===== config.mk =====
export PLATFORM = sky130hd
export DESIGN_NAME = mii_gpio_pin_mux
export DESIGN_NICKNAME = d
export VERILOG_FILES = /design/src/hdl/mii_gpio_pin_mux_pkg.sv /design/src/hdl/mii_gpio_pin_mux.sv /design/src/hdl/pin_sync.sv
export VERILOG_INCLUDE_DIRS = /design/src /design/src/hdl
export SDC_FILE = /design/constraint.sdc
export NUM_CORES = 1
export LEC_CHECK = 0
export BUFFER_PORTS_ARGS = -buffer_cell sky130_fd_sc_hd__buf_2
export CAP_MARGIN = 25
export CORE_UTILIZATION = 30
export CTS_CLUSTER_DIAMETER = 80
export DETAILED_ROUTE_END_ITERATION = 10
export PLACE_DENSITY_LB_ADDON = 0.15
export SETUP_SLACK_MARGIN = 0.4
export SYNTH_ARGS = -nofsm -noshare
export SYNTH_HDL_FRONTEND = slang
export SYNTH_SLANG_ARGS = --single-unit

===== constraint.sdc =====
create_clock -name clk -period 1 [get_ports clk]
set_input_delay 0.1 -clock clk [delete_from_list [all_inputs] [get_ports clk]]
set_output_delay 0.1 -clock clk [all_outputs]
set_load 0.01 [all_outputs]

===== src/hdl/mii_gpio_pin_mux_consts.svh =====
`ifndef MII_GPIO_PIN_MUX_CONSTS_SVH
`define MII_GPIO_PIN_MUX_CONSTS_SVH

// Number of channels and shared pins per channel.
`define CHANNELS      2
`define CH_PINS       18
`define ALL_PINS      36

// Pin position of each function inside one channel's group of pins.
`define PIN_TX_CLK    0
`define PIN_TX_EN     1
`define PIN_TX_D      2
`define PIN_TX_ER     6
`define PIN_COL       7
`define PIN_CRS       8
`define PIN_RX_CLK    9
`define PIN_RX_DV     10
`define PIN_RX_D      11
`define PIN_RX_ER     15
`define PIN_MDC       16
`define PIN_MD        17

// Pins that are always driven in interface mode: transmit enable, data, error, mgmt clock.
`define MII_OE_FIXED  18'h1007E

// Reset values and the warm-up count used by the checks.
`define PINS_RST      36'h0
`define VALID_FULL    3'h4

`endif


===== src/hdl/mii_gpio_pin_mux_pkg.sv =====
`default_nettype none

package mii_gpio_pin_mux_pkg;

  typedef enum logic
  {
    MODE_GP  = 1'b0,
    MODE_MII = 1'b1
  } pin_mode_e;

  typedef logic [17:0] chan_pins_t;

endpackage : mii_gpio_pin_mux_pkg

`default_nettype wire


===== src/hdl/mii_gpio_pin_mux.sv =====
// How it works
// RULE1 - Channel-1 pins carry the interface function when its select is interface mode, else port bits.
// RULE2 - Channel-2 pins follow their own select in the same way.
// RULE3 - Channel-1 receive data 1 to 3, receive error, mgmt clock and mgmt data are port bits 12 to 17.
// RULE4 - The eighteen channel-2 pins are port bits 18 to 35 in pin order.
// RULE5 - In interface mode the mgmt clock pin is driven as an output.
// RULE6 - In interface mode the mgmt data pin is two-way, driven by whichever side owns the phase.
// RULE7 - The PHY supplies the transmit clock on an input pin.
// RULE8 - In interface mode transmit enable is driven as an output.
// RULE9 - In interface mode the four transmit data lines are driven as outputs.
// RULE10 - In interface mode transmit error is driven as an output.
// RULE11 - Collision and carrier sense are inputs, held low by the outside on an unused channel.
// RULE12 - Receive error is an input, held low by the outside on an unused channel.
// RULE13 - Receive data valid is an input, held at a constant level on an unused channel.
// RULE14 - The PHY supplies the receive clock on an input pin.
// RULE15 - The PHY delivers receive data on four input lines.
// RULE16 - Channel-1 transmit clock through receive data 0 are port bits 0 to 11.
// RULE17 - In port mode the MAC sees inactive inputs and its outputs do not reach the pins.
`timescale 1ns/1ns
`default_nettype none
`include "mii_gpio_pin_mux_consts.svh"

module mii_gpio_pin_mux
  import mii_gpio_pin_mux_pkg::*;
(
  input  wire logic                     clk,
  input  wire logic                     reset,
  input  wire logic                     chan1_pin_function_select,
  input  wire logic                     chan2_pin_function_select,
  input  wire logic [`ALL_PINS-1:0]     pinIn,
  output logic      [`ALL_PINS-1:0]     pinOut_q,
  output logic      [`ALL_PINS-1:0]     pinOe_q,
  input  wire logic [`ALL_PINS-1:0]     gpOut,
  input  wire logic [`ALL_PINS-1:0]     gpOe,
  output logic      [`ALL_PINS-1:0]     gpIn_q,
  input  wire logic [`CHANNELS-1:0]     macTxEn,
  input  wire logic [4*`CHANNELS-1:0]   macTxData,
  input  wire logic [`CHANNELS-1:0]     macTxErr,
  input  wire logic [`CHANNELS-1:0]     macMgmtClock,
  input  wire logic [`CHANNELS-1:0]     macMgmtDataOut,
  input  wire logic [`CHANNELS-1:0]     macMgmtDataOe,
  output logic      [`CHANNELS-1:0]     macTxClock_q,
  output logic      [`CHANNELS-1:0]     macTxClockRise_q,
  output logic      [`CHANNELS-1:0]     macRxClock_q,
  output logic      [`CHANNELS-1:0]     macRxClockRise_q,
  output logic      [`CHANNELS-1:0]     macCollision_q,
  output logic      [`CHANNELS-1:0]     macCarrierSense_q,
  output logic      [`CHANNELS-1:0]     macRxValid_q,
  output logic      [4*`CHANNELS-1:0]   macRxData_q,
  output logic      [`CHANNELS-1:0]     macRxErr_q,
  output logic      [`CHANNELS-1:0]     macMgmtDataIn_q
);

  logic [`CHANNELS-1:0] miiMode;
  logic [`ALL_PINS-1:0] syncPins;
  logic [`ALL_PINS-1:0] pinOut_d;
  logic [`ALL_PINS-1:0] pinOe_d;
  logic [`CHANNELS-1:0] txClockPrev_q;
  logic [`CHANNELS-1:0] rxClockPrev_q;
  logic [2:0]           validCount_q;

  // The selects come from logic on this clock and need no synchroniser.
  assign miiMode = {chan2_pin_function_select, chan1_pin_function_select};

  // Every pin level enters through two flip-flops before any logic looks at it.
  pin_sync
  #(
    .WIDTH (`ALL_PINS)
  )
  u_pin_sync
  (
    .clk       (clk),
    .reset     (reset),
    .asyncIn   (pinIn),
    .syncOut_q (syncPins)
  );

  // Output levels of one channel's pins in interface mode.
  function automatic chan_pins_t miiDrive(input logic en, input logic [3:0] data,
                                          input logic err, input logic mdc,
                                          input logic mdo);
    chan_pins_t v;
    v = '0;
    v[`PIN_TX_EN]       = en;
    v[`PIN_TX_D +: 4]   = data;
    v[`PIN_TX_ER]       = err;
    v[`PIN_MDC]         = mdc;
    v[`PIN_MD]          = mdo;
    return v;
  endfunction : miiDrive

  // Output enables of one channel's pins in interface mode.
  function automatic chan_pins_t miiEnable(input logic mdOe);
    chan_pins_t v;
    v = `MII_OE_FIXED;
    v[`PIN_MD] = mdOe;
    return v;
  endfunction : miiEnable

  always_comb
  begin
    pinOut_d = `PINS_RST;
    pinOe_d  = `PINS_RST;
    for (int c = 0; c < `CHANNELS; c++)
    begin
      if (miiMode[c] == MODE_MII)
      begin
        // RULE1 RULE2 RULE5 RULE6 RULE8 RULE9 RULE10
        pinOut_d[c*`CH_PINS +: `CH_PINS] = miiDrive(macTxEn[c], macTxData[4*c +: 4],
                                                    macTxErr[c], macMgmtClock[c],
                                                    macMgmtDataOut[c]);
        pinOe_d[c*`CH_PINS +: `CH_PINS]  = miiEnable(macMgmtDataOe[c]);
      end
      else
      begin
        // RULE3 RULE4 RULE16 RULE17
        pinOut_d[c*`CH_PINS +: `CH_PINS] = gpOut[c*`CH_PINS +: `CH_PINS];
        pinOe_d[c*`CH_PINS +: `CH_PINS]  = gpOe[c*`CH_PINS +: `CH_PINS];
      end
    end
  end

  // Pins start released so that nothing fights the board at power-up.
  always_ff @(posedge clk)
  begin
    if (reset)
    begin
      pinOut_q <= `PINS_RST;
      pinOe_q  <= `PINS_RST;
    end
    else
    begin
      pinOut_q <= pinOut_d;
      pinOe_q  <= pinOe_d;
    end
  end

  // The port reads back every pin level whatever the mode.
  always_ff @(posedge clk)
  begin
    if (reset)
    begin
      gpIn_q <= `PINS_RST;
    end
    else
    begin
      gpIn_q <= syncPins; // RULE3 RULE4 RULE16
    end
  end

  // Levels from the PHY reach the MAC only in interface mode.
  always_ff @(posedge clk)
  begin
    if (reset)
    begin
      macTxClock_q      <= '0;
      macRxClock_q      <= '0;
      macCollision_q    <= '0;
      macCarrierSense_q <= '0;
      macRxValid_q      <= '0;
      macRxData_q       <= '0;
      macRxErr_q        <= '0;
      macMgmtDataIn_q   <= '0;
    end
    else
    begin
      for (int c = 0; c < `CHANNELS; c++)
      begin
        if (miiMode[c] == MODE_MII)
        begin
          macTxClock_q[c]        <= syncPins[c*`CH_PINS + `PIN_TX_CLK]; // RULE7
          macRxClock_q[c]        <= syncPins[c*`CH_PINS + `PIN_RX_CLK]; // RULE14
          macCollision_q[c]      <= syncPins[c*`CH_PINS + `PIN_COL]; // RULE11
          macCarrierSense_q[c]   <= syncPins[c*`CH_PINS + `PIN_CRS]; // RULE11
          macRxValid_q[c]        <= syncPins[c*`CH_PINS + `PIN_RX_DV]; // RULE13
          macRxData_q[4*c +: 4]  <= syncPins[c*`CH_PINS + `PIN_RX_D +: 4]; // RULE15
          macRxErr_q[c]          <= syncPins[c*`CH_PINS + `PIN_RX_ER]; // RULE12
          macMgmtDataIn_q[c]     <= syncPins[c*`CH_PINS + `PIN_MD]; // RULE6
        end
        else
        begin
          macTxClock_q[c]        <= 1'b0; // RULE17
          macRxClock_q[c]        <= 1'b0;
          macCollision_q[c]      <= 1'b0;
          macCarrierSense_q[c]   <= 1'b0;
          macRxValid_q[c]        <= 1'b0;
          macRxData_q[4*c +: 4]  <= 4'h0;
          macRxErr_q[c]          <= 1'b0;
          macMgmtDataIn_q[c]     <= 1'b0;
        end
      end
    end
  end

  // Rising edges of the PHY clocks become one-cycle pulses for the MAC.
  always_ff @(posedge clk)
  begin
    if (reset)
    begin
      txClockPrev_q    <= '0;
      rxClockPrev_q    <= '0;
      macTxClockRise_q <= '0;
      macRxClockRise_q <= '0;
    end
    else
    begin
      for (int c = 0; c < `CHANNELS; c++)
      begin
        txClockPrev_q[c]    <= syncPins[c*`CH_PINS + `PIN_TX_CLK];
        rxClockPrev_q[c]    <= syncPins[c*`CH_PINS + `PIN_RX_CLK];
        macTxClockRise_q[c] <= miiMode[c] & syncPins[c*`CH_PINS + `PIN_TX_CLK]
                               & ~txClockPrev_q[c]; // RULE7
        macRxClockRise_q[c] <= miiMode[c] & syncPins[c*`CH_PINS + `PIN_RX_CLK]
                               & ~rxClockPrev_q[c]; // RULE14
      end
    end
  end

  // Counts cycles since reset so that the checks see a filled pipeline.
  always_ff @(posedge clk)
  begin
    if (reset)
    begin
      validCount_q <= 3'h0;
    end
    else if (validCount_q != `VALID_FULL)
    begin
      validCount_q <= validCount_q + 3'h1;
    end
  end
endmodule : mii_gpio_pin_mux

`default_nettype wire


===== src/hdl/pin_sync.sv =====
`timescale 1ns/1ns
`default_nettype none

module pin_sync
#(
  parameter int WIDTH = 36
)
(
  input  wire logic             clk,
  input  wire logic             reset,
  input  wire logic [WIDTH-1:0] asyncIn,
  output logic      [WIDTH-1:0] syncOut_q
);

  logic [WIDTH-1:0] stage1_q;

  // The first stage feeds only the second stage.
  always_ff @(posedge clk)
  begin
    if (reset)
    begin
      stage1_q  <= '0;
      syncOut_q <= '0;
    end
    else
    begin
      stage1_q  <= asyncIn;
      syncOut_q <= stage1_q;
    end
  end

endmodule : pin_sync

`default_nettype wire


Word-level counts from Yosys, hierarchy flattened:

Cells that the tools add are included.

* mux-type cells: 4
* bitwise logic cells: 14
* reductions and logical operators: 4

Operators with widths (number)
* $mux 18: 4
* $and 1x1->1: 8
* $reduce_or 2->1: 4
* $not 1->1: 6

* register bits after elaboration: 210
* output and inout port bits: 134
* logic and storage cells: 51

Longest topological paths before layout:

* word-level depth: 2
* depth in mapped cells: 4
* mapped depth without buffers: 2

By module:

Synthesis repeated with hierarchy kept, for this count alone.

* cells, all modules: 474
* area total of the unflattened synthesis: 5840.6 um^2

By module, submodules not included
* mii_gpio_pin_mux: times used 1, cells each 322, area each 3858.7 um^2, seq. area each 2682.6 um^2
* pin_sync: times used 1, cells each 152, area each 1981.9 um^2, seq. area each 1441.4 um^2

Worst setup path after synthesis:

No wires, ideal clock.

* path type: input-to-reg
* start point: input reset
* end point: register pinOe_q[35]
* setup time: 0.128 ns
* arrival time: 0.591 ns
* required time: 0.872 ns
* setup slack: 0.282 ns
* cell stages on the path: 3
* buffers on the path: 2
* cells stage by stage: buf_4 -> clkbuf_1 -> nor2_1

RTL lines
* from (decl): line mii_gpio_pin_mux.sv:27 `input wire logic reset,`
* to (signal assigned): line mii_gpio_pin_mux.sv:129 `` pinOe_q <= `PINS_RST; ``
* to (signal assigned): line mii_gpio_pin_mux.sv:134 `pinOe_q <= pinOe_d;`
* to (decl): line mii_gpio_pin_mux.sv:32 `` output logic [`ALL_PINS-1:0] pinOe_q, ``

No word-level cell between the ends.

Worst setup path after layout:

* start point: register pinOut_q[35]
* end point: output pinOut_q[35]

RTL lines
* from (decl): line mii_gpio_pin_mux.sv:31 `` output logic [`ALL_PINS-1:0] pinOut_q, ``
* from (signal assigned): line mii_gpio_pin_mux.sv:128 `` pinOut_q <= `PINS_RST; ``
* from (signal assigned): line mii_gpio_pin_mux.sv:133 `pinOut_q <= pinOut_d;`

No word-level cell between the ends.

==> metrics list <==
- Worst skew pair latency: approximately 0.49 ns
- The tool flagged a number of max-cap violations equal to 0.
- Width of the chip: 142 µm
- Entering global routing, the biggest net connects 37 pins.
- In this run the number of cells on the critical path is 1.
- Post-Route Skew: just over 0.005 ns
* Placeable Area: 18,900 µm²
* Number of cells produced by synthesis: 474
* Row count: 50
- Least-Margin Pin Slew: between 0.5 and 0.6 ns
* Vert. Die Dim: ~140 µm
* Overall overflow remaining after global route: 0
- Antenna Cells: 0
- ~260 I/O pins were placed.
- ANT nets after route: 0
* Area contributors post-synth: dfxtp_1 (71%), nor2b_1 (12%), and2_1 (6.6%)
- Sequential cell area fraction in the yosys report: 0.706
- Across every metal layer, demand over resource in global routing totals 0.139.
* Cell-by-cell listing of the critical path: buf_6
* Violated checks: hold timing, setup timing
* Post-place instance area: between 7000 and 8000 µm²
* Internal power contribution: 14.6 mW
* Number of endpoints failing setup at the final stage: 130
- No sink is reached through more buffers than the 3 on the longest clock path.
- In the final timing run, aggregate negative setup slack is -1.57 ns.
- Required time at the endpoint of the critical path: roughly 0.9 ns
- Type of the worst setup path: flop to primary output
- The run finished, with violations left.
- STA classifies the critical path endpoint as a primary output.
* Critical-path top delay cell: dfxtp_2
* Part of the power in combinational logic: 0.088
- Worst hold margin: -0.0844 ns
* Total DRC errors in the routed layout: 0
* Antenna violations before repair: 0
* Cell area after layout: between 10,000 and 15,000 µm²
- Synth-to-layout area growth: 71.9%
* Filler Cells Inserted: approximately 1,600
* Number of hold violations in the final report: 7
- Using the TritonRoute via totals, the vias-per-cell ratio works out to about 3.9.
- Detailed placement ended at an HPWL of ~9.4 mm.
- Of the total power, the clock network draws 0.439.
- Synthesis instantiated 12 different standard cells from the library.
- Timing would allow up to about 970 MHz.
- Min setup slack post-route: -0.0312 ns
- At the worst endpoint, the arrival time is ~0.93 ns.
* Initial detailed-routing violation count: 70
* Net total in the final layout: 1,001
- Final GP Congestion: a little over 0.8
- The final layout contains routed wiring with a total length of 15.1 mm.
- In the final layout, the share of cells above drive strength 1 is 0.451.
- Cell area after synthesis: between 5000 and 6000 µm²
- Classification of the worst-slack hold path: primary input to flop
- In this run the register-to-register setup slack is around 0.38 ns.
* Placed cell count: 980
* Detailed-routing iteration count for the pre-antenna-repair pass: 4
- Drt wl/cell: around 13 µm
- Across all layers, the routed design uses 4,486 vias.
* P_sw: approximately 3.8 mW
- Combined buffer and inverter count along the critical path: 1
- The share of total power dissipated in sequential elements is 0.473.
- Counting instances, the worst hold path has a depth of 3.
- Worst vdd rail ir drop: 0.000961 V
* Max stage delay on crit path: roughly 0.33 ns
* Multi-input logic area: about 1500 µm²
- LEAKAGE: around 4.8 nW
* Wire length of the first global-routing pass: 22.0 mm
* Post-Synthesis Net Count: about 600
* Die Footprint: 20,000 µm²
* Pwr/cell area: between 1500 and 2000 nW/µm²
* Final period util: 1.03
- Number of max-slew violations in the final report: 0
- On the critical path the largest part of the delay comes from flip-flops.
- A synthesized cell averages about 12 µm².
- The number of global-route vias before repair is approximately 4,500.
* Switching Fraction: 0.208
- Warnings, synthesis: 0
* Maximum fanout along the worst path: 1
* Cell taking the most area after synthesis: dfxtp_1
- Slew HR: 0.616
* Pre-CTS setup slack: -0.227 ns
- Number of buffers created by CTS: 23
- The cell sitting at the root of the clock tree is a clkbuf_16.
- Total power for the finished layout comes to approximately 18 mW.
* TritonCTS clock tree: built
* Clock transition at the registers of the reported paths: about 0.060 ns
- Footprint of the flip-flops and latches: between 4000 and 5000 µm²
* Post-CTS Hold Buffers: between 100 and 150
- For this configuration, the core starts out at a cell density of 0.309.
- Unrepaired setup endpoints after global routing: yes
* # H-tree levels: 1
* Shortest period the worst path allows: just over 1 ns
* Flops & latches, synth: 206
* Clock sink total: around 210
* Post-synth top area share: 0.706
- Port-buffer cells: around 260
- The number of cells on the worst reg-to-reg path is 1.
- Number of non-filler instances in the completed layout: ~1,100
* Startpoint type of the worst setup path: flop
[flip-flops by register name, indices dropped and copies added, names as in the netlist, 8 cells and up]
signal and count:
gpIn_q 36, macRxData_q 8, pinOe_q 36, pinOut_q 36, u_pin_sync.stage1_q 36, u_pin_sync.syncOut_q 36
[layer usage]
metal	share of wire	global-route usage	up-vias	routed length [µm]
met1	0.39	0.149	2051	5820
li1	-	-	2232	-
met3	0.065	0.0378	40	985
met5	0	0	-	0
met2	0.52	0.255	163	7860
met4	0.029	0.0617	0	435
[placed cells by master (no fill, tap or decap), types with 4 or more instances in the layout]
cell / instances
dfxtp_1: 119
buf_6: 87
dlygate4sd3_1: 106
and3b_1: 4
nor2b_1: 108
mux2i_1: 18
dlymetal6s4s_1: 18
and2_1: 62
clkbuf_1: 5
clkbuf_16: 23
nor2_1: 46
buf_2: 176
dfxtp_2: 87
clkbuf_8: 7
buf_4: 8
[path summary, 6_finish.rpt]
kind / start / to
max: pinOut_q[35]$_SDFF_PP0_ / pinOut_q[35]
min: macTxEn[0] / pinOut_q[1]$_SDFF_PP0_
max reg2reg: gpIn_q[9]$_SDFF_PP0_ / macRxClockRise_q[0]$_SDFF_PP0_
min reg2reg: u_pin_sync.stage1_q[12]$_SDFF_PP0_ / u_pin_sync.syncOut_q[12]$_SDFF_PP0_
[stage by stage]
| step | hold WS (ns) | util |
|---|---|---|
| after floorplan | 0.222 | - |
| after global placement | 0.302 | 0.388 |
| after detailed placement | 0.301 | 0.388 |
| after CTS | -0.124 | 0.512 |
| after global routing | -0.0847 | 0.531 |
| final | -0.0844 | 0.531 |
[power groups by stage]
stage / Combinational (mW) / Sequential [mW] / Clock [mW]
after floorplan: 0.462 / 8.91 / 0
after global placement: 1.05 / 8.81 / 0
after detailed placement: 1.05 / 8.82 / 0
after CTS: 1.52 / 8.67 / 8.33
after global routing: 1.74 / 8.72 / 8.70
final: 1.61 / 8.69 / 8.08
[cell usage after synthesis]
library cell and instances:
dfxtp_1 206, nor2b_1 108, and2_1 62, nor2_1 48
mux2i_1 18, buf_6 15, and3b_1 4, clkbuf_2 4
buf_2 3, buf_4 3, nor2b_4 2, clkbuf_1 1
[layout make-up]
type / count / share of cell area
clock inverter: 4 / 0.00474
tap: 260 / 0.0324
timing repair buffer: 396 / 0.321
multi-input combinational: 244 / 0.151
clock buffer: 35 / 0.0688
sequential: 206 / 0.422
[timing repair]
action                                 in CTS  in global routing
endpoints found under the hold margin     108                  7
setup endpoints to repair                 175                173
gates cloned                                0                  2
pin swaps                                   0                 12
buffers inserted                            0                  0
gates resized for setup                    92                101
[cells by family (layout without fill, tap and decap cells)]
kind of cell	Yosys count	count (layout)	share of synthesized area
and+or+nand+nor	224	226	0.224
buffers and inverters	26	435	0.0394
DFF	206	206	0.706
muxes	18	18	0.0308
(Power assumes the default switching activity.)
